--- config.mk ---
export PLATFORM = sky130hd
export DESIGN_NAME = sync_serial_port
export DESIGN_NICKNAME = d
export VERILOG_FILES = /design/src/design/spi_port_pkg.sv /design/src/design/sync_serial_port.sv
export SDC_FILE = /design/constraint.sdc
export NUM_CORES = 1
export LEC_CHECK = 0
export ABC_AREA = 1
export BUFFER_PORTS_ARGS = -buffer_cell sky130_fd_sc_hd__buf_4
export CAP_MARGIN = 20
export CORE_MARGIN = 2
export CORE_UTILIZATION = 54
export CTS_BUF_LIST = sky130_fd_sc_hd__clkbuf_2
export CTS_CLUSTER_DIAMETER = 30
export CTS_CLUSTER_SIZE = 40
export DETAILED_ROUTE_END_ITERATION = 8
export HOLD_SLACK_MARGIN = 0.03
export PLACE_DENSITY_LB_ADDON = 0.1
export SKIP_CTS_REPAIR_TIMING = 1
export SYNTH_ARGS = -nofsm -noshare
export SYNTH_HDL_FRONTEND = slang
export SYNTH_SLANG_ARGS = --single-unit
--- constraint.sdc ---
create_clock -name pclk -period 3.5 [get_ports pclk]
set_input_delay 0.175 -clock pclk [delete_from_list [all_inputs] [get_ports pclk]]
set_output_delay 0.175 -clock pclk [all_outputs]
set_load 0.05 [all_outputs]
--- src/design/spi_port_pkg.sv ---
package spi_port_pkg;

    // Register byte offsets on the APB window
    localparam logic [7:0] OFF_STATUS = 8'h00;
    localparam logic [7:0] OFF_CTRL1 = 8'h04;
    localparam logic [7:0] OFF_CTRL3 = 8'h08;
    localparam logic [7:0] OFF_DATA = 8'h0C;
    localparam logic [7:0] OFF_BAUD = 8'h10;

    // port_status fields
    localparam int STAT_SMP = 7;
    localparam int STAT_CKE = 6;
    localparam int STAT_BF = 0;
    // port_control_one fields
    localparam int CTRL1_WRITE_COLLISION_FLAG = 7;
    localparam int CTRL1_EN = 5;
    localparam int CTRL1_CKP = 4;
    localparam int CTRL1_MODE_LSB = 0;
    // port_control_three fields
    localparam int CTRL3_BUFFER_OVERWRITE_ENABLE = 4;
    localparam int CTRL3_IRQ = 0;

    // Mode field codes
    localparam logic [3:0] MODE_M_DIV4 = 4'h0;
    localparam logic [3:0] MODE_M_DIV16 = 4'h1;
    localparam logic [3:0] MODE_M_DIV64 = 4'h2;
    localparam logic [3:0] MODE_M_TMR2 = 4'h3;
    localparam logic [3:0] MODE_S_SEL = 4'h4;
    localparam logic [3:0] MODE_S_NOSEL = 4'h5;
    localparam logic [3:0] MODE_M_BAUD = 4'hA;

    // Reset values
    localparam logic [3:0] MODE_RST = 4'h0;
    localparam logic [7:0] BAUD_RST = 8'h00;

    // Timing: system clock period in ns and serial clock half periods in pclk cycles
    localparam int CLK_PERIOD_NS = 10;
    localparam logic [9:0] HALF_DIV4 = 10'h002;
    localparam logic [9:0] HALF_DIV16 = 10'h008;
    localparam logic [9:0] HALF_DIV64 = 10'h020;
    localparam logic [9:0] HALF_BAUD_ADD = 10'h002;
    localparam logic [4:0] LAST_HALF = 5'h10;
    localparam logic [2:0] LAST_BIT = 3'h7;

    typedef enum logic [1:0] {
        ST_IDLE = 2'b00,
        ST_SHIFT = 2'b01
    } xfer_state_t;

    typedef struct packed {
        logic sck_o;
        logic sck_oe;
        logic sdo_o;
        logic sdo_oe;
    } pins_t;

endpackage : spi_port_pkg

--- src/design/sync_serial_port.sv ---
`timescale 1ns/10ps
// Notes on behaviour
// - Port idle while enable clear; enabling claims pins; re-enable resets port.
// - Eight-bit shift register moves data most significant bit first.
// - A complete received byte is copied into the receive buffer.
// - Each buffered byte sets buffer-full and the port interrupt flag.
// - Buffer write loads buffer and shift register together.
// - Buffer write during a transfer is dropped and sets write collision.
// - While collision flag is set, buffer writes have no effect.
// - Reading the buffer clears buffer-full.
// - Master transfer starts on buffer write and makes eight clock pulses.
// - Master with output off still receives and flags bytes normally.
// - Master rate: clock over 4, 16, 64, timer tick half, or baud.
// - Baud option: clock over four times reload value plus one.
// - Clock polarity bit sets serial clock idle level.
// - Edge select set: output valid before first clock edge.
// - Control bits live in control-one low six and status top two.
// - Sample phase picks middle or end of output time in master modes; slave ignores it.
// - Master drives serial clock; slave takes it as input.
// - Slave shifts on external clock; flag set when last bit latched.
// - Slave keeps shifting from external clock; byte raises wake flag.
// - Overwrite enable accepts buffer writes while previous byte unread.
// - Status low six bits read-only, upper two bits read-write.
// - Select-controlled slave drives data out only while select low.
// - Select high or port disable forces bit counter to zero.
// - Data shifts out on one clock edge, latched on the other except in master with sample phase set.
module sync_serial_port (
    input wire logic pclk,
    input wire logic presetn,
    input wire logic psel,
    input wire logic penable,
    input wire logic pwrite,
    input wire logic [7:0] paddr,
    input wire logic [31:0] pwdata,
    output logic [31:0] prdata,
    output logic pready,
    output logic pslverr,
    input wire logic sck_in,
    input wire logic sdi,
    input wire logic ss_n,
    input wire logic timer2_tick,
    output spi_port_pkg::pins_t pins,
    output logic irq_flag
);

    // Half period of the master serial clock in pclk cycles
    function automatic logic [9:0] half_len(input logic [3:0] m, input logic [7:0] b);
        case (m)
            spi_port_pkg::MODE_M_DIV16: half_len = spi_port_pkg::HALF_DIV16;
            spi_port_pkg::MODE_M_DIV64: half_len = spi_port_pkg::HALF_DIV64;
            spi_port_pkg::MODE_M_BAUD: half_len = {1'b0, b, 1'b0} + spi_port_pkg::HALF_BAUD_ADD;
            default: half_len = spi_port_pkg::HALF_DIV4;
        endcase
    endfunction : half_len

    function automatic logic is_master(input logic [3:0] m);
        is_master = (m == spi_port_pkg::MODE_M_DIV4) || (m == spi_port_pkg::MODE_M_DIV16)
            || (m == spi_port_pkg::MODE_M_DIV64) || (m == spi_port_pkg::MODE_M_TMR2)
            || (m == spi_port_pkg::MODE_M_BAUD);
    endfunction : is_master

    // Odd halves are leading edges. With late sampling the capture moves one half
    // later; the eighth capture then lands on the final return to idle.
    function automatic logic sample_half(input logic [4:0] h, input logic e, input logic s);
        if (!s)
            sample_half = e ? h[0] : !h[0];
        else if (e)
            sample_half = !h[0];
        else
            sample_half = (h[0] && h != 5'h01) || (h == spi_port_pkg::LAST_HALF);
    endfunction : sample_half

    logic [3:0] mode_reg;
    logic en_reg;
    logic ckp_reg;
    logic write_collision_flag_reg;
    logic smp_reg;
    logic cke_reg;
    logic bf_reg;
    logic buffer_overwrite_enable_reg;
    logic irq_reg;
    logic [7:0] baud_reg;
    logic [7:0] data_buf_reg;
    logic [7:0] shift_reg;
    logic sdo_reg;
    logic [2:0] bit_cnt_reg;
    logic sck_prev_reg;
    spi_port_pkg::xfer_state_t state_reg;
    logic [9:0] div_cnt_reg;
    logic [4:0] half_cnt_reg;
    logic sck_lvl_reg;

    logic acc_first;
    logic acc_done;
    logic wr;
    logic rd_data;
    logic wr_data;
    logic master;
    logic slave_sel;
    logic slave_on;
    logic sel_reset;
    logic in_progress;
    logic load_ok;
    logic m_tick;
    logic [4:0] h_new;
    logic lead;
    logic trail;
    logic do_sample;
    logic do_output;
    logic byte_done;
    logic [7:0] rx_byte;
    logic [9:0] half_m1;

    assign acc_first = psel && penable && !pready;
    assign acc_done = psel && penable && pready;
    assign wr = acc_done && pwrite;
    assign rd_data = acc_done && !pwrite && (paddr == spi_port_pkg::OFF_DATA);
    assign wr_data = wr && (paddr == spi_port_pkg::OFF_DATA);

    assign master = is_master(mode_reg);
    assign slave_sel = (mode_reg == spi_port_pkg::MODE_S_NOSEL)
        || ((mode_reg == spi_port_pkg::MODE_S_SEL) && !ss_n);
    assign slave_on = en_reg && slave_sel;
    assign sel_reset = (mode_reg == spi_port_pkg::MODE_S_SEL) && ss_n;
    assign in_progress = master ? (state_reg != spi_port_pkg::ST_IDLE) : (bit_cnt_reg != 3'h0);

    assign load_ok = wr_data && en_reg && !write_collision_flag_reg && !in_progress && (buffer_overwrite_enable_reg || !bf_reg);

    assign half_m1 = half_len(mode_reg, baud_reg) - 10'h001;
    assign m_tick = (state_reg == spi_port_pkg::ST_SHIFT)
        && ((mode_reg == spi_port_pkg::MODE_M_TMR2) ? timer2_tick : (div_cnt_reg == half_m1));
    assign h_new = half_cnt_reg + 5'h01;

    // Slave edges; clock taken as synchronous, so one sample of history suffices
    assign lead = (sck_in ^ ckp_reg) && !(sck_prev_reg ^ ckp_reg);
    assign trail = !(sck_in ^ ckp_reg) && (sck_prev_reg ^ ckp_reg);

    always_comb
    begin
        if (master)
        begin
            do_sample = m_tick && sample_half(h_new, cke_reg, smp_reg);
            do_output = m_tick && (cke_reg ? !h_new[0] : h_new[0])
                && (h_new != spi_port_pkg::LAST_HALF);
        end
        else
        begin
            do_sample = slave_on && (cke_reg ? lead : trail);
            do_output = slave_on && (cke_reg ? trail : lead);
        end
    end

    assign rx_byte = {shift_reg[6:0], sdi};
    assign byte_done = do_sample && (bit_cnt_reg == spi_port_pkg::LAST_BIT);

    always_ff @(posedge pclk or negedge presetn)
    begin
        if (!presetn)
            sck_prev_reg <= 1'b0;
        else
            sck_prev_reg <= sck_in;
    end

    always_ff @(posedge pclk or negedge presetn)
    begin
        if (!presetn)
        begin
            state_reg <= spi_port_pkg::ST_IDLE;
            div_cnt_reg <= 10'h000;
            half_cnt_reg <= 5'h00;
            sck_lvl_reg <= 1'b0;
        end
        else if (!en_reg || !master)
        begin
            state_reg <= spi_port_pkg::ST_IDLE;
            div_cnt_reg <= 10'h000;
            half_cnt_reg <= 5'h00;
            sck_lvl_reg <= ckp_reg;
        end
        else
        begin
            case (state_reg)
                spi_port_pkg::ST_IDLE:
                begin
                    sck_lvl_reg <= ckp_reg;
                    div_cnt_reg <= 10'h000;
                    half_cnt_reg <= 5'h00;
                    if (load_ok)
                        state_reg <= spi_port_pkg::ST_SHIFT;
                end
                spi_port_pkg::ST_SHIFT:
                begin
                    if (m_tick)
                    begin
                        div_cnt_reg <= 10'h000;
                        sck_lvl_reg <= !sck_lvl_reg;
                        half_cnt_reg <= h_new;
                        if (h_new == spi_port_pkg::LAST_HALF)
                            state_reg <= spi_port_pkg::ST_IDLE;
                    end
                    else
                        div_cnt_reg <= div_cnt_reg + 10'h001;
                end
                default: state_reg <= spi_port_pkg::ST_IDLE;
            endcase
        end
    end

    // shift path, shared by master and slave
    always_ff @(posedge pclk or negedge presetn)
    begin
        if (!presetn)
        begin
            shift_reg <= 8'h00;
            sdo_reg <= 1'b0;
            bit_cnt_reg <= 3'h0;
        end
        else if (!en_reg)
            bit_cnt_reg <= 3'h0;
        // A deselected slave must still take its next reply byte
        else if (load_ok)
        begin
            // first bit ready before any edge
            shift_reg <= pwdata[7:0];
            sdo_reg <= pwdata[7];
            bit_cnt_reg <= 3'h0;
        end
        else if (sel_reset)
            bit_cnt_reg <= 3'h0;
        else
        begin
            // receive continues regardless of output enable
            if (do_sample)
            begin
                shift_reg <= rx_byte;
                bit_cnt_reg <= bit_cnt_reg + 3'h1;
            end
            if (do_output)
                sdo_reg <= do_sample ? rx_byte[7] : shift_reg[7];
        end
    end

    always_ff @(posedge pclk or negedge presetn)
    begin
        if (!presetn)
        begin
            mode_reg <= spi_port_pkg::MODE_RST;
            en_reg <= 1'b0;
            ckp_reg <= 1'b0;
            smp_reg <= 1'b0;
            cke_reg <= 1'b0;
            buffer_overwrite_enable_reg <= 1'b0;
            baud_reg <= spi_port_pkg::BAUD_RST;
        end
        else if (wr)
        begin
            case (paddr)
                spi_port_pkg::OFF_CTRL1:
                begin
                    mode_reg <= pwdata[spi_port_pkg::CTRL1_MODE_LSB +: 4];
                    en_reg <= pwdata[spi_port_pkg::CTRL1_EN];
                    ckp_reg <= pwdata[spi_port_pkg::CTRL1_CKP];
                end
                spi_port_pkg::OFF_STATUS:
                begin
                    smp_reg <= pwdata[spi_port_pkg::STAT_SMP];
                    cke_reg <= pwdata[spi_port_pkg::STAT_CKE];
                end
                spi_port_pkg::OFF_CTRL3: buffer_overwrite_enable_reg <= pwdata[spi_port_pkg::CTRL3_BUFFER_OVERWRITE_ENABLE];
                spi_port_pkg::OFF_BAUD: baud_reg <= pwdata[7:0];
                default: baud_reg <= baud_reg;
            endcase
        end
    end

    // Flags: a hardware set in the same cycle as a software clear wins
    always_ff @(posedge pclk or negedge presetn)
    begin
        if (!presetn)
        begin
            bf_reg <= 1'b0;
            write_collision_flag_reg <= 1'b0;
            irq_reg <= 1'b0;
        end
        else
        begin
            if (byte_done)
                bf_reg <= 1'b1;
            else if (rd_data)
                bf_reg <= 1'b0;
            if (wr_data && en_reg && in_progress)
                write_collision_flag_reg <= 1'b1;
            else if (wr && (paddr == spi_port_pkg::OFF_CTRL1))
                write_collision_flag_reg <= pwdata[spi_port_pkg::CTRL1_WRITE_COLLISION_FLAG];
            if (byte_done)
                irq_reg <= 1'b1;
            else if (wr && (paddr == spi_port_pkg::OFF_CTRL3))
                irq_reg <= pwdata[spi_port_pkg::CTRL3_IRQ];
        end
    end

    always_ff @(posedge pclk or negedge presetn)
    begin
        if (!presetn)
            data_buf_reg <= 8'h00;
        else if (byte_done)
            data_buf_reg <= rx_byte;
        else if (load_ok)
            data_buf_reg <= pwdata[7:0];
    end

    // APB: one wait state so read data leaves a flip-flop
    always_ff @(posedge pclk or negedge presetn)
    begin
        if (!presetn)
        begin
            pready <= 1'b0;
            prdata <= 32'h0000_0000;
            pslverr <= 1'b0;
        end
        else
        begin
            pready <= acc_first;
            pslverr <= 1'b0;
            if (acc_first)
            begin
                case (paddr)
                    spi_port_pkg::OFF_STATUS:
                        prdata <= {24'h000000, smp_reg, cke_reg, 5'h00, bf_reg};
                    spi_port_pkg::OFF_CTRL1:
                        prdata <= {24'h000000, write_collision_flag_reg, 1'b0, en_reg, ckp_reg, mode_reg};
                    spi_port_pkg::OFF_CTRL3:
                        prdata <= {24'h000000, 3'h0, buffer_overwrite_enable_reg, 3'h0, irq_reg};
                    spi_port_pkg::OFF_DATA: prdata <= {24'h000000, data_buf_reg};
                    spi_port_pkg::OFF_BAUD: prdata <= {24'h000000, baud_reg};
                    default:
                    begin
                        prdata <= 32'h0000_0000;
                        pslverr <= 1'b1;
                    end
                endcase
            end
        end
    end

    always_ff @(posedge pclk or negedge presetn)
    begin
        if (!presetn)
        begin
            pins <= '0;
            irq_flag <= 1'b0;
        end
        else
        begin
            pins.sck_o <= (state_reg == spi_port_pkg::ST_IDLE) ? ckp_reg : sck_lvl_reg;
            pins.sck_oe <= en_reg && master;
            pins.sdo_o <= sdo_reg;
            pins.sdo_oe <= en_reg && (master || slave_sel);
            irq_flag <= irq_reg;
        end
    end
endmodule : sync_serial_port

Yosys cells after proc, flatten, opt, wreduce, memory -nomap -nowiden --
Index checks and enable logic that the tools add are counted.
Storage, ports and cells: register bits 98, input bits 49, output and inout port bits 39, logic and storage cells 175
Operators by class: add/sub/neg operators 5, eq/ne operators 21, multiplexer cells 49, bitwise logic cells 2, reductions and logical operators 71
Operators with widths (number):
- two-way mux 8 bit | 5
- case mux 8 bit (5 select lines) | 1
- case mux 10 bit (3 select lines) | 1
- logical AND 1 bit | 29
- two-way mux 1 bit | 26
- two-way mux 10 bit | 2
- case mux 10 bit (2 select lines) | 1
- == test 8 x 4 -> 1 bit (second input constant) | 2
- nonzero test 2 bit | 7
- zero test 1 bit | 12
- two-way mux 3 bit | 4
- adder 10 x 1 -> 10 bit (second input constant) | 1
- adder 9 x 2 -> 10 bit (second input constant) | 1
- == test 10 bit | 1
- two-way mux 5 bit | 2
- case mux 5 bit (2 select lines) | 1
- AND reduction 2 bit | 5
- subtractor 10 x 1 -> 10 bit (second input constant) | 1
- logical OR 1 bit | 9
- AND reduction 3 bit | 3
- == test 4 x 2 -> 1 bit (second input constant) | 2
- == test 4 x 3 -> 1 bit (second input constant) | 2
- == test 8 x 3 -> 1 bit (second input constant) | 1
- == test 8 x 5 -> 1 bit (second input constant) | 1
- 23 further kinds | 28

Longest topological paths before layout --
Gate-level depths: netlist of run 1.
depth after elaboration 13, mapped depth 24, mapped depth without buffers 24

Worst setup path before layout of run 1 --
No wires, ideal clock.
path type register to register, start register mode_reg[0], end register data_buf_reg[7], arrival 2.465 ns, required time 3.380 ns, path slack 0.915 ns, cell stages (with the launch flop) 25, buffers on the path 1, cells stage by stage dfrtp_1 inv_2 nor2_1 nand2_1 nand2_1 nand2_2 inv_1 ha_1 or2_2 nand3_1 nor2_1 nand2_1 nor2_1 nand3_1 nor2_1 nand2_1 nor2_1 nand2_2 nand2_4 nand2_4 nand2_4 nand2_4 buf_6 nand3_1 nand2_1
Between the ends: cells in the longest elaborated chain, start to end 10
Ends and longest elaborated chain:
- start, declared | RTL line sync_serial_port.sv:73 | logic [3:0] mode_reg;
- start signal, assigned | RTL line sync_serial_port.sv:247 | mode_reg <= spi_port_pkg::MODE_RST;
- start signal, assigned | RTL line sync_serial_port.sv:260 | mode_reg <= pwdata[spi_port_pkg::CTRL1_MODE_LSB +: 4];
- == test 4 bit, or another cell as far along | RTL line sync_serial_port.sv:48, sync_serial_port.sv:59
- case mux 10 bit (3 select lines) / logical OR 1 bit (equally long branches) | RTL line sync_serial_port.sv:48, sync_serial_port.sv:57
- subtractor 10 x 1 -> 10 bit / logical OR 1 bit (equally long branches) | RTL line sync_serial_port.sv:129, sync_serial_port.sv:58
- == test 10 bit / logical OR 1 bit (equally long branches) | RTL line sync_serial_port.sv:131, sync_serial_port.sv:58
- two-way mux 1 bit / logical OR 1 bit (equally long branches) | RTL line sync_serial_port.sv:131, sync_serial_port.sv:59
- logical AND 1 bit / two-way mux 1 bit (equally long branches) | RTL line sync_serial_port.sv:131, sync_serial_port.sv:125
- logical AND 1 bit / zero test 1 bit (equally long branches) | RTL line sync_serial_port.sv:142, sync_serial_port.sv:127
- two-way mux 1 bit / logical AND 1 bit (equally long branches) | RTL line sync_serial_port.sv:140, sync_serial_port.sv:127
- logical AND 1 bit, on equally long branches | RTL line sync_serial_port.sv:154, sync_serial_port.sv:127
- two-way mux 8 bit / nonzero test 2 bit (equally long branches)
- end signal, assigned | RTL line sync_serial_port.sv:307 | data_buf_reg <= rx_byte;
- end signal, assigned | RTL line sync_serial_port.sv:309 | data_buf_reg <= pwdata[7:0];
- end, declared | RTL line sync_serial_port.sv:83 | logic [7:0] data_buf_reg;
Parallel ways exist; a longest one is shown, timed or not. A chain may end at the register's enable or synchronous reset.

Worst setup path after layout of run 1 --
start register mode_reg[0], end register div_cnt_reg[3]
Between the ends: cells in the longest elaborated chain, start to end 9
Ends and longest elaborated chain:
- == test 4 bit, or another cell as far along | RTL line sync_serial_port.sv:48, sync_serial_port.sv:59
- case mux 10 bit (3 select lines) | RTL line sync_serial_port.sv:48 | case (m)
- subtractor 10 x 1 -> 10 bit | RTL line sync_serial_port.sv:129 | assign half_m1 = half_len(mode_reg, baud_reg) - 10'h001;
- == test 10 bit | RTL line sync_serial_port.sv:131 | && ((mode_reg == spi_port_pkg::MODE_M_TMR2) ? timer2_tick : (div_cnt_reg == half_m1));
- two-way mux 1 bit | RTL line sync_serial_port.sv:131
- logical AND 1 bit | RTL line sync_serial_port.sv:131
- two-way mux 10 bit | RTL line sync_serial_port.sv:193 | if (m_tick)
- case mux 10 bit (2 select lines) | RTL line sync_serial_port.sv:182 | case (state_reg)
- two-way mux 10 bit | RTL line sync_serial_port.sv:173 | else if (!en_reg || !master)
- end signal, assigned | RTL line sync_serial_port.sv:202 | div_cnt_reg <= div_cnt_reg + 10'h001;
- end, declared | RTL line sync_serial_port.sv:89 | logic [9:0] div_cnt_reg;
Parallel ways exist; a longest one is shown, timed or not.

==> results by group, run 1 <==
Pwr
  – Switching share of power: between 20% and 30%
  – Cell Pwr Density: roughly 290 nW/um^2
  – NetSw: 0.000425 W
  – P_leak: approximately 2.5 nW
  – Clock power frac: a little under a third
  – Reg power frac: 57.9%
  – Max IR drop VDD: approximately 0.00017 V
  – Comb pwr share: 10.6%
  – Internal: 0.00105 W

Logic synthesis
  – Ys flop type: dfrtp_1
  – Distinct cells, synth: 39
  – Synthesized area per cell: 7.23 sq um
  – Ys async rst share: 100%
  – Part of the Yosys area used for sequential elements: 40.6%
  – Post-synthesis register bit count: 73
  – Ys Warns: 0
  – Yosys top cell area share: 40.6%
  – Syn Std Cell Area: roughly 4500 sq um
  – EDFF count, synth: 0
  – Synth area leaders: dfrtp_1 41%, nand2_1 13%, inv_1 6.8%, nand3_1 5.4%, nor2_1 5.1%
  – Area leader, netlist: dfrtp_1
  – Cells after Synth: 623

Setup path
  – CP Cell Sequence: inv_2 -> nor2_1 -> nand2_1 -> nand2_1 -> nand2_2 -> inv_1 -> ha_1 -> or2_2 -> nand3_1 -> nor2_1 -> nand2_1 -> nor2_1 -> nand3_1 -> nor2_1 -> nand2_1 -> nor2_1 -> nand2_2 -> nand3_1 -> inv_1 -> nand2_1 -> a21oi_1
  – Buf/Inv on CP: 3
  – CP delay by family, top: simple AND/OR/NAND/NOR gates
  – Crit-path max FO: 14
  – Critical Path RT: 3950 ps
  – Critical path's slowest cell: dfrtp_1
  – Critical path class: reg -> reg
  – Crit start category: flop
  – Worst Path Arrival: roughly 3600 ps
  – Delay of the slowest cell on the worst path: ~470 ps
  – Setup crit end kind: flop

Route
  – Via Count: 4,099
  – Drt total wl: 10,400 um
  – DRT Pass-1 Iters: 5
  – Vias per cell: 5.21
  – DRC: 0
  – Post-route ant nets: 0
  – DR WL/cell: 13.2 um
  – DRT iter0 DRCs: 205

Floorplanning
  – Core area: 8130 sq um
  – Ports: 88
  – Initial Util: 55.4%
  – Die W: 95.3 um
  – DIE HEIGHT: 95.3 um
  – Die Area: 9090 sq um
  – Site row count: 33

Layout
  – # fillers: roughly 750
  – Final Cell Area: 5040 sq um
  – Max reg flops: 10
  – Ant. Diodes: 0
  – Layout cells sized above 1: 12.6%
  – Area Overhead vs Synth: 11.9%
  – Final-stage net count: 736

Timing
  – Tightest Pin Transition: 900 ps
  – Final worst-path cycle share: between 80 and 90%
  – Fin. Hold Viols: 0
  – Final setup violation count: 0
  – Slew headroom: 40.0%
  – Final min period: 3110 ps
  – Final worst slack: 392 ps
  – Setup Skew: 26.5 ps
  – FMAX: roughly 320 MHz
  – Final setup TNS: 0 ps
  – Final Max Tran Viols: 0
  – RSZ-0062 raised after global routing: no

Placement
  – HPWL Detailed: approximately 7800 um
  – Placement Setup Slack: about 410 ps
  – DP Area: about 4800 sq um
  – # port buffers: 39
  – GPL Wtd Cong: 0.888

Global routing
  – Global-route wire length before repair: roughly 17,000 um
  – Initial antenna violation count: 0
  – Total GRT Usage: 23.8%
  – Vias in the first global route: 3,692
  – GR Overflow Total: 0
  – Largest net degree at the start of global routing: 74

Clocking
  – Worst-skew pair later-pin latency: just over 500 ps
  – Clock tree buffer depth: 2
  – CTS tree: done
  – # clock sinks: 73
  – Clk root buf: clkbuf_2
  – Number of buffers created by CTS: 9
  – CTS clk-pin slew, worst paths: 200 ps
  – H-tree Lvls: 3

Outcome
  – Status: completed

Flow run
  – Number of max-cap violations: 0

Worst hold path
  – Type of the most critical hold path: in -> reg
[cells by family after synthesis]
group | share of synthesized area [%]
XOR/XNOR | 1.36
other | 0.0833
flip-flops | 40.6
AO/OA/AOI/OAI | 12.8
adder cells (fa/ha/maj) | 2.50
AND/OR/NAND/NOR | 29.7
buffers and inverters | 13.0
[per-stage QoR]
stage	util [%]	total power, W	std cells	hold slack (ps)
2_1_floorplan	-	0.000976	646	-121
3_3_place_gp	58.6	0.00101	755	303
3_5_place_dp	58.6	0.00101	755	305
4_1_cts	59.9	0.00147	770	-261
5_1_grt	62.0	0.00153	787	56.5
6_report	62.0	0.00147	787	30.4
[Yosys cell counts, types with 3 or more instances]
library cell and instances:
clkbuf_1 4, dfrtp_1 73, nor3_1 8, buf_6 3, buf_2 3, a21oi_1 26, ha_1 9, inv_1 82
buf_4 25, o21ai_2 7, nand2_2 4, o22ai_1 9, nor2_2 5, nand4_1 8, nand2_4 4, o21ai_0 43
xor2_1 4, nand3_1 49, o21ai_1 10, inv_2 6, nor2_1 61, xnor2_1 3, nand2_1 157
[worst min-delay path: stages]
cell and delay, ps:
buf_4 110, nor2_1 130, a211oi_1 90
[worst paths after layout]
kind | start | endpoint | slack [ps] | depth (start not counted)
min reg2reg | sdo_reg$_DFFE_PN0P_ | pins[1]$_DFF_PN0_ | 430 | 0
max | mode_reg[0]$_DFFE_PN0P_ | div_cnt_reg[3]$_DFF_PN0_ | 390 | 21
min in group asynchronous | presetn | div_cnt_reg[5]$_DFF_PN0_ | 290 | 2
max in group asynchronous | presetn | irq_flag$_DFF_PN0_ | 2600 | 2
min | paddr[4] | pslverr$_DFF_PN0_ | 30 | 3
max reg2reg | mode_reg[0]$_DFFE_PN0P_ | div_cnt_reg[3]$_DFF_PN0_ | 390 | 21
[layout make-up]
type	count	area (sq um)	share of cell area (%)
Timing Repair Buffer	57	470	9.33
Inverter	88	330	6.55
Sequential cell	73	1830	36.2
Tap cell	105	131	2.61
Clock inverter	6	60.1	1.19
Clock buffer	9	45.0	0.893
Multi-Input combinational cell	449	2180	43.2
[cells in the final DEF, fill, tap and decap left out, types with 9 or more instances in the layout]
cell type and n:
ha_1 9, nor2_1 61, a21oi_1 26, conb_1 24, clkbuf_2 9, o22ai_1 9
nand2_1 157, nand3_1 49, inv_1 82, dlygate4sd3_1 17, o21ai_1 10, o21ai_0 43
buf_4 40, dfrtp_1 73
[power groups by stage]
stage                     combinational (W)  clock (W)  sequential [W]
after floorplan                   0.0000982          0        0.000878
after global placement             0.000139          0        0.000867
after detailed placement           0.000141          0        0.000867
after CTS                          0.000141   0.000472        0.000852
after global routing               0.000168   0.000506        0.000853
final                              0.000155   0.000465        0.000852
[per-layer routing]
| metal | wire length [um] | track usage [%] | vias up |
|---|---|---|---|
| met5 | 0 | 0 | - |
| met1 | 4580 | 30.3 | 1903 |
| met2 | 5090 | 40.3 | 105 |
| met4 | 294 | 10.7 | 0 |
| met3 | 396 | 3.08 | 23 |
| li1 | - | - | 2068 |
(Power assumes the default switching activity.)
==> inputs of run 2 (changes only) <==
Settings changed: CORE_UTILIZATION 54 to 35.
==> run 2 against run 1 <==
Global-route usage fell by 6.6 points; routed wire length rose by 7.4%; final area rose by 3.0%; setup slack improved by 88 ps; clock-buffer cell count rose by 1; register-to-register slack improved by 90 ps; combinational power rose by 3%; fmax rose by 2.9%; first-iteration DRC count rose by 36%; clock power rose by 4%; via count fell by 1.5%; largest cell class unchanged; highest routed layer unchanged.
==> results by group, run 2 (same netlist as run 1, synthesis figures left out) <==
Outcome
  – Status: completed

Timing
  – Final setup TNS: 0 ps (unchanged)
  – Final Max Tran Viols: 0 (unchanged)
  – Final worst-path cycle share: 86.3% (-2.5 points)
  – RSZ-0062 raised after global routing: no
  – Final min period: 3020 ps (-88.4 ps)
  – Tightest Pin Transition: 955 ps (+55.6 ps)
  – Slew headroom: 36.3% (-3.7 points)
  – Setup Skew: 24.7 ps (-1.83 ps)
  – Final setup violation count: 0 (unchanged)
  – Fin. Hold Viols: 0 (unchanged)
  – Final worst slack: 480 ps (+88.4 ps)
  – FMAX: 331 MHz (+2.9%)

Placement
  – GPL Wtd Cong: 0.830 (-6.5%)
  – Placement Setup Slack: 387 ps (-24.2 ps)
  – HPWL Detailed: 8520 um (+9.5%)
  – Cells after DPL: 823 (+9.0%)
  – # port buffers: 39 (unchanged)

Floorplanning
  – DIE HEIGHT: 117 um (+23%)
  – Site row count: 41 (+24%)
  – Die Area: 13,800 sq um (+52%)
  – Ports: 88 (unchanged)
  – Initial Util: 35.8% (-20 points)
  – Core area: 12,600 sq um (+55%)
  – Die W: 117 um (+23%)

Route
  – Drt total wl: 11,100 um (+7.4%)
  – DRT iter0 DRCs: 279 (+36%)
  – DRC: 0 (unchanged)
  – DR WL/cell: 12.9 um (-1.7%)
  – Vias per cell: 4.69 (-9.9%)
  – Via Count: 4,037 (-1.5%)
  – Post-route ant nets: 0 (unchanged)
  – DRT Pass-1 Iters: 4 (-1)

Setup path
  – Delay of the slowest cell on the worst path: 480 ps (about the same)
  – Critical path class: reg -> reg
  – Worst Setup SP: mode_reg[0]$_DFFE_PN0P_
  – CP delay by family, top: simple AND/OR/NAND/NOR gates
  – Setup slack, reg-to-reg: 480 ps (+90 ps)
  – Setup crit end kind: flop
  – Critical Path RT: 4010 ps (+60 ps)
  – Critical path's slowest cell: dfrtp_2
  – Worst Path Arrival: 3530 ps (-20 ps)
  – Crit-path max FO: 19 (+5)
  – Crit start category: flop
  – Critical R2R Launch: mode_reg[0]$_DFFE_PN0P_
  – CP Cell Sequence: inv_2 -> nor2_1 -> nand2_1 -> nand2_1 -> nand2_2 -> inv_1 -> ha_1 -> or2_2 -> nand3_1 -> nor2_1 -> nand2_1 -> nor2_1 -> nand3_1 -> nor2_1 -> nand2_1 -> nor2_1 -> nand2_2 -> nand2_4 -> nand2_4 -> nand2_4 -> nand2_8 -> o21ai_1 -> nand2_1
  – Buf/Inv on CP: 2 (-1)

Global routing
  – Largest net degree at the start of global routing: 74 (unchanged)
  – Total GRT Usage: 17.2% (-6.6 points)
  – GR Overflow Total: 0 (unchanged)
  – Vias in the first global route: 3,773 (+2.2%)
  – Initial antenna violation count: 0 (unchanged)
  – Global-route wire length before repair: 18,800 um (+12%)

Layout
  – Max reg flops: 10 (unchanged)
  – Most common cell after layout, fill and taps aside: nand2_1
  – Final-stage net count: 741 (+0.68%)
  – Register area: 1830 sq um (+0.14%)
  – Ant. Diodes: 0 (unchanged)
  – Multi-input gate area: 2190 sq um (+0.63%)
  – Non-Filler Instances: 860 (+9.3%)
  – # fillers: 1,353 (+81%)
  – Fin util: 41.3% (-21 points)
  – Layout cells sized above 1: 13.1% (+0.47 points)
  – Area Overhead vs Synth: 15.3%
  – Most frequent cells in the layout: 157 x nand2_1, 82 x inv_1, 71 x dfrtp_1

Pwr
  – Switching share of power: 29.5% (+0.64 points)
  – NetSw: 0.000441 W (+3.8%)
  – Max IR drop VDD: 0.000183 V (+9.7%)
  – Clock power frac: 32.3% (+0.7 points)
  – P_leak: 2.52 nW (+0.79%)
  – Cell Pwr Density: 288 nW/um^2 (-1.4%)
  – Reg power frac: 57.0% (-0.9 points)
  – PnR Total Power: 0.00150 W (+1.6%)
  – Comb pwr share: 10.7% (about the same)
  – Internal: 0.00105 W (+0.65%)

Worst hold path
  – Hold Path Origin: paddr[3]
  – Type of the most critical hold path: in -> reg

Flow run
  – Number of max-cap violations: 0 (unchanged)

Clocking
  – Worst-skew pair later-pin latency: 590 ps (+80 ps)
  – CTS clk-pin slew, worst paths: 210 ps (about the same)
  – CTS tree: done
  – Number of buffers created by CTS: 9 (unchanged)
  – # clock sinks: 73 (unchanged)
  – H-tree Lvls: 3 (unchanged)
  – Clock tree buffer depth: 2 (unchanged)
  – Clk root buf: clkbuf_2
[run 2: cell types whose count changed in the layout (fill, tap and decap cells not counted)]
| cell | before | now |
|---|---|---|
| clkinvlp_4 | 1 | 2 |
| dfrtp_1 | 73 | 71 |
| clkinv_4 | 1 | 0 |
| nand2_8 | 0 | 1 |
| nand2_2 | 4 | 3 |
| dfrtp_2 | 0 | 2 |
| clkbuf_2 | 9 | 10 |
| dlygate4sd3_1 | 17 | 21 |
| buf_4 | 40 | 41 |
[run 2: power groups by stage]
stage                     combinational, W  sequential (W)  clock, W
final                             0.000159        0.000852  0.000484
after global routing              0.000173        0.000854  0.000546
after CTS                         0.000143        0.000853  0.000505
after detailed placement          0.000143        0.000867         0
after global placement            0.000143        0.000867         0
after floorplan                  0.0000982        0.000878         0
[run 2: area by class of cell]
| cell class | instances | area share (%) |
|---|---|---|
| Multi-Input combinational cell | 449 | 42.2 |
| Sequential cell | 73 | 35.2 |
| Timing Repair Buffer | 62 | 9.97 |
| Inverter | 88 | 6.36 |
| Tap cell | 172 | 4.14 |
| Clock inverter | 6 | 1.13 |
| Clock buffer | 10 | 0.964 |
[run 2: worst min-delay path, stage by stage]
cell and delay [ps]:
buf_4 110, inv_1 90, nor4_1 80, nand2_1 120
o21ai_0 90
[run 2: per-layer routing]
layer  wire (um)  global-route usage (%)  part of all wire [%]
met5           0                       0                     0
met4         224                    7.91                   2.0
met3         345                    3.02                   3.1
met2        5390                    28.1                    48
met1        5160                    22.2                    46
[run 2: worst paths after layout]
kind                                                                end  depth (start not counted)
worst max-delay path                        data_buf_reg[7]$_DFFE_PN0P_                         23
worst min-delay path            buffer_overwrite_enable_reg$_DFFE_PN0P_                          5
worst max register to register              data_buf_reg[7]$_DFFE_PN0P_                         23
worst min register to register                       irq_flag$_DFF_PN0_                          0
max in group asynchronous                       mode_reg[3]$_DFFE_PN0P_                          2
min in group asynchronous                      div_cnt_reg[5]$_DFF_PN0_                          2
[run 2: per-stage QoR]
| step | area [sq um] | hold slack, ps |
|---|---|---|
| final | 5190 | 82.1 |
| after global routing | 5190 | 79.6 |
| after CTS | 4970 | -360 |
| after detailed placement | 4860 | 306 |
| after global placement | 4860 | 304 |
| after floorplan | 4590 | -121 |
==> inputs of run 3 (changes only) <==
Settings changed: REMOVE_ABC_BUFFERS from default to 1.
==> run 3 against run 2 <==
Core utilization rose by 0.060 points; hold slack improved by 16 ps; sequential power barely moved; highest routed layer unchanged.
==> results by group, run 3 (same netlist as run 1, synthesis figures left out) <==
Outcome
  – Status: completed

Pwr
  – Internal: 0.00113 W (+7.4%)
  – Switching share of power: 28.3% (-1.2 points)
  – Reg power frac: 54.0% (-3.0 points)
  – Clock power frac: 35.9% (+3.6 points)
  – Comb pwr share: 10.1% (-0.6 points)
  – NetSw: 0.000448 W (+1.5%)
  – Max IR drop VDD: 0.000208 V (+14%)
  – P_leak: 2.55 nW (+1.1%)
  – Cell Pwr Density: 304 nW/um^2 (+5.5%)

Setup path
  – Critical R2R Launch: mode_reg[0]$_DFFE_PN0P_
  – FF-to-FF End: div_cnt_reg[3]$_DFF_PN0_
  – Worst Path Arrival: 3600 ps (+70 ps)
  – Setup slack, reg-to-reg: 420 ps (-60 ps)
  – CP Cell Sequence: inv_2 -> nor2_1 -> nand2_1 -> nand2_1 -> nand2_2 -> inv_1 -> ha_1 -> or2_2 -> nand3_1 -> nor2_1 -> nand2_1 -> nor2_1 -> nand3_1 -> nor2_1 -> nand2_1 -> nor2_1 -> nand2_2 -> nand3_1 -> inv_1 -> nand2_1 -> a21oi_1
  – Crit-path max FO: 14 (-5)
  – Delay of the slowest cell on the worst path: 480 ps (about the same)
  – Crit start category: flop
  – Critical path class: reg -> reg
  – Worst r2r path cells: 21 (-8.7%)
  – Critical path's slowest cell: dfrtp_1
  – Setup crit end kind: flop
  – Worst Setup SP: mode_reg[0]$_DFFE_PN0P_
  – Worst setup endpoint: div_cnt_reg[3]$_DFF_PN0_
  – Critical Path RT: 4020 ps (about the same)

Route
  – Post-route ant nets: 0 (unchanged)
  – Drt total wl: 11,000 um (-1.1%)
  – Vias per cell: 4.63 (-1.3%)
  – DRT Pass-1 Iters: 5 (+1)
  – DRC: 0 (unchanged)
  – DR WL/cell: 12.8 um (-1.0%)
  – DRT iter0 DRCs: 228 (-18%)
  – Via Count: 3,980 (-1.4%)

Layout
  – Final-stage net count: 740 (-0.13%)
  – Area Overhead vs Synth: 15.5%
  – Layout cells sized above 1: 12.8% (-0.27 points)
  – Ant. Diodes: 0 (unchanged)
  – Non-Filler Instances: 859 (-0.12%)
  – Final Cell Area: 5200 sq um (+0.14%)
  – Max reg flops: 10 (unchanged)
  – Fin util: 41.4% (+0.060 points)
  – Most frequent cells in the layout: 157 x nand2_1, 82 x inv_1, 73 x dfrtp_1
  – Most common cell after layout, fill and taps aside: nand2_1

Global routing
  – Vias in the first global route: 3,713 (-1.6%)
  – Initial antenna violation count: 0 (unchanged)
  – GR Overflow Total: 0 (unchanged)
  – Total GRT Usage: 16.7% (-0.52 points)
  – Largest net degree at the start of global routing: 74 (unchanged)
  – Global-route wire length before repair: 18,300 um (-2.6%)

Placement
  – DP Area: 4850 sq um (-0.15%)
  – HPWL Detailed: 8300 um (-2.6%)
  – GPL Wtd Cong: 0.842 (+1.4%)
  – Placement Setup Slack: 424 ps (+37.6 ps)
  – Cells after DPL: 822 (-0.12%)
  – # port buffers: 39 (unchanged)

Timing
  – Setup Skew: 28.1 ps (+3.44 ps)
  – Slew headroom: 36.7% (+0.38 points)
  – Final setup TNS: 0 ps (unchanged)
  – Final worst slack: 421 ps (-59.5 ps)
  – RSZ-0062 raised after global routing: no
  – Final Max Tran Viols: 0 (unchanged)
  – Final setup violation count: 0 (unchanged)
  – Final min period: 3080 ps (+59.5 ps)
  – FMAX: 325 MHz (-1.9%)
  – Fin. Hold Viols: 0 (unchanged)
  – Tightest Pin Transition: 950 ps (-5.64 ps)
  – Final worst-path cycle share: 88.0% (+1.7 points)

Clocking
  – H-tree Lvls: 3 (unchanged)
  – Worst-skew pair later-pin latency: 570 ps (-20 ps)
  – # clock sinks: 73 (unchanged)
  – Number of buffers created by CTS: 9 (unchanged)
  – Clk root buf: clkbuf_2
  – CTS tree: done
  – Clock tree buffer depth: 2 (unchanged)
  – CTS clk-pin slew, worst paths: 220 ps (about the same)

Worst hold path
  – Type of the most critical hold path: in -> reg

Floorplanning
  – DIE HEIGHT: 117 um (unchanged)
  – Ports: 88 (unchanged)
  – Die Area: 13,800 sq um (unchanged)
  – Die W: 117 um (unchanged)
  – Site row count: 41 (unchanged)
  – Initial Util: 35.8% (unchanged)
  – Core area: 12,600 sq um (unchanged)

Flow run
  – Number of max-cap violations: 0 (unchanged)
## run 3: cell types whose count changed in the layout (fill, tap and decap cells not counted), sizes merged
cell | before | now
clkinv | 3 | 1
clkbuf | 10 | 11
bufinv | 1 | 2
buf | 41 | 40
## run 3: area by class of cell
class	instances	area, sq um
timing repair buffer	61	510
inverter	88	330
clock inverter	5	80.1
fill	1340	7370
multi-input combinational	449	2180
clock buffer	11	55.1
tap	172	215
sequential	73	1830
## run 3: power groups by stage
stage	Combinational [W]	Sequential (W)	Clock, W
floorplan	0.0000766	0.000878	0
global placement	0.000143	0.000867	0
detailed placement	0.000144	0.000867	0
CTS	0.000144	0.000853	0.000592
global route	0.000173	0.000854	0.000627
finish	0.000160	0.000853	0.000568
## run 3: worst min path at each step
stage                         from  slack [ps]                       to  depth (start not counted)
after floorplan            presetn        -120  baud_reg[0]$_DFFE_PN0P_                          0
after global placement      sck_in         310   sck_prev_reg$_DFF_PN0_                          1
after detailed placement    sck_in         310   sck_prev_reg$_DFF_PN0_                          1
after CTS                   sck_in        -340   sck_prev_reg$_DFF_PN0_                          1
after global routing      paddr[6]         110        pslverr$_DFF_PN0_                          5
final                     paddr[6]         100        pslverr$_DFF_PN0_                          5
## run 3: critical path, delay by kind of cell, from the launching register on
kind / cells / cell delay (ps)
AND/OR/NAND/NOR: 16 / 1680
flip-flops: 1 / 480
buffers and inverters: 3 / 440
adder cells (fa/ha/maj): 1 / 300
AO/OA/AOI/OAI: 1 / 100
## run 3: stage by stage
stage | hold slack [ps] | power (W)
detailed placement | 313 | 0.00101
floorplan | -121 | 0.000955
CTS | -344 | 0.00159
global placement | 312 | 0.00101
global route | 111 | 0.00165
finish | 98.2 | 0.00158
## run 3: per-layer routing
metal  wire (um)  part of all wire (%)  global-route usage [%]
met1        5260                    48                    22.2
met2        4970                    45                    25.9
met3         528                   4.8                    4.13
met4         238                   2.2                    6.85
met5           0                     0                       0
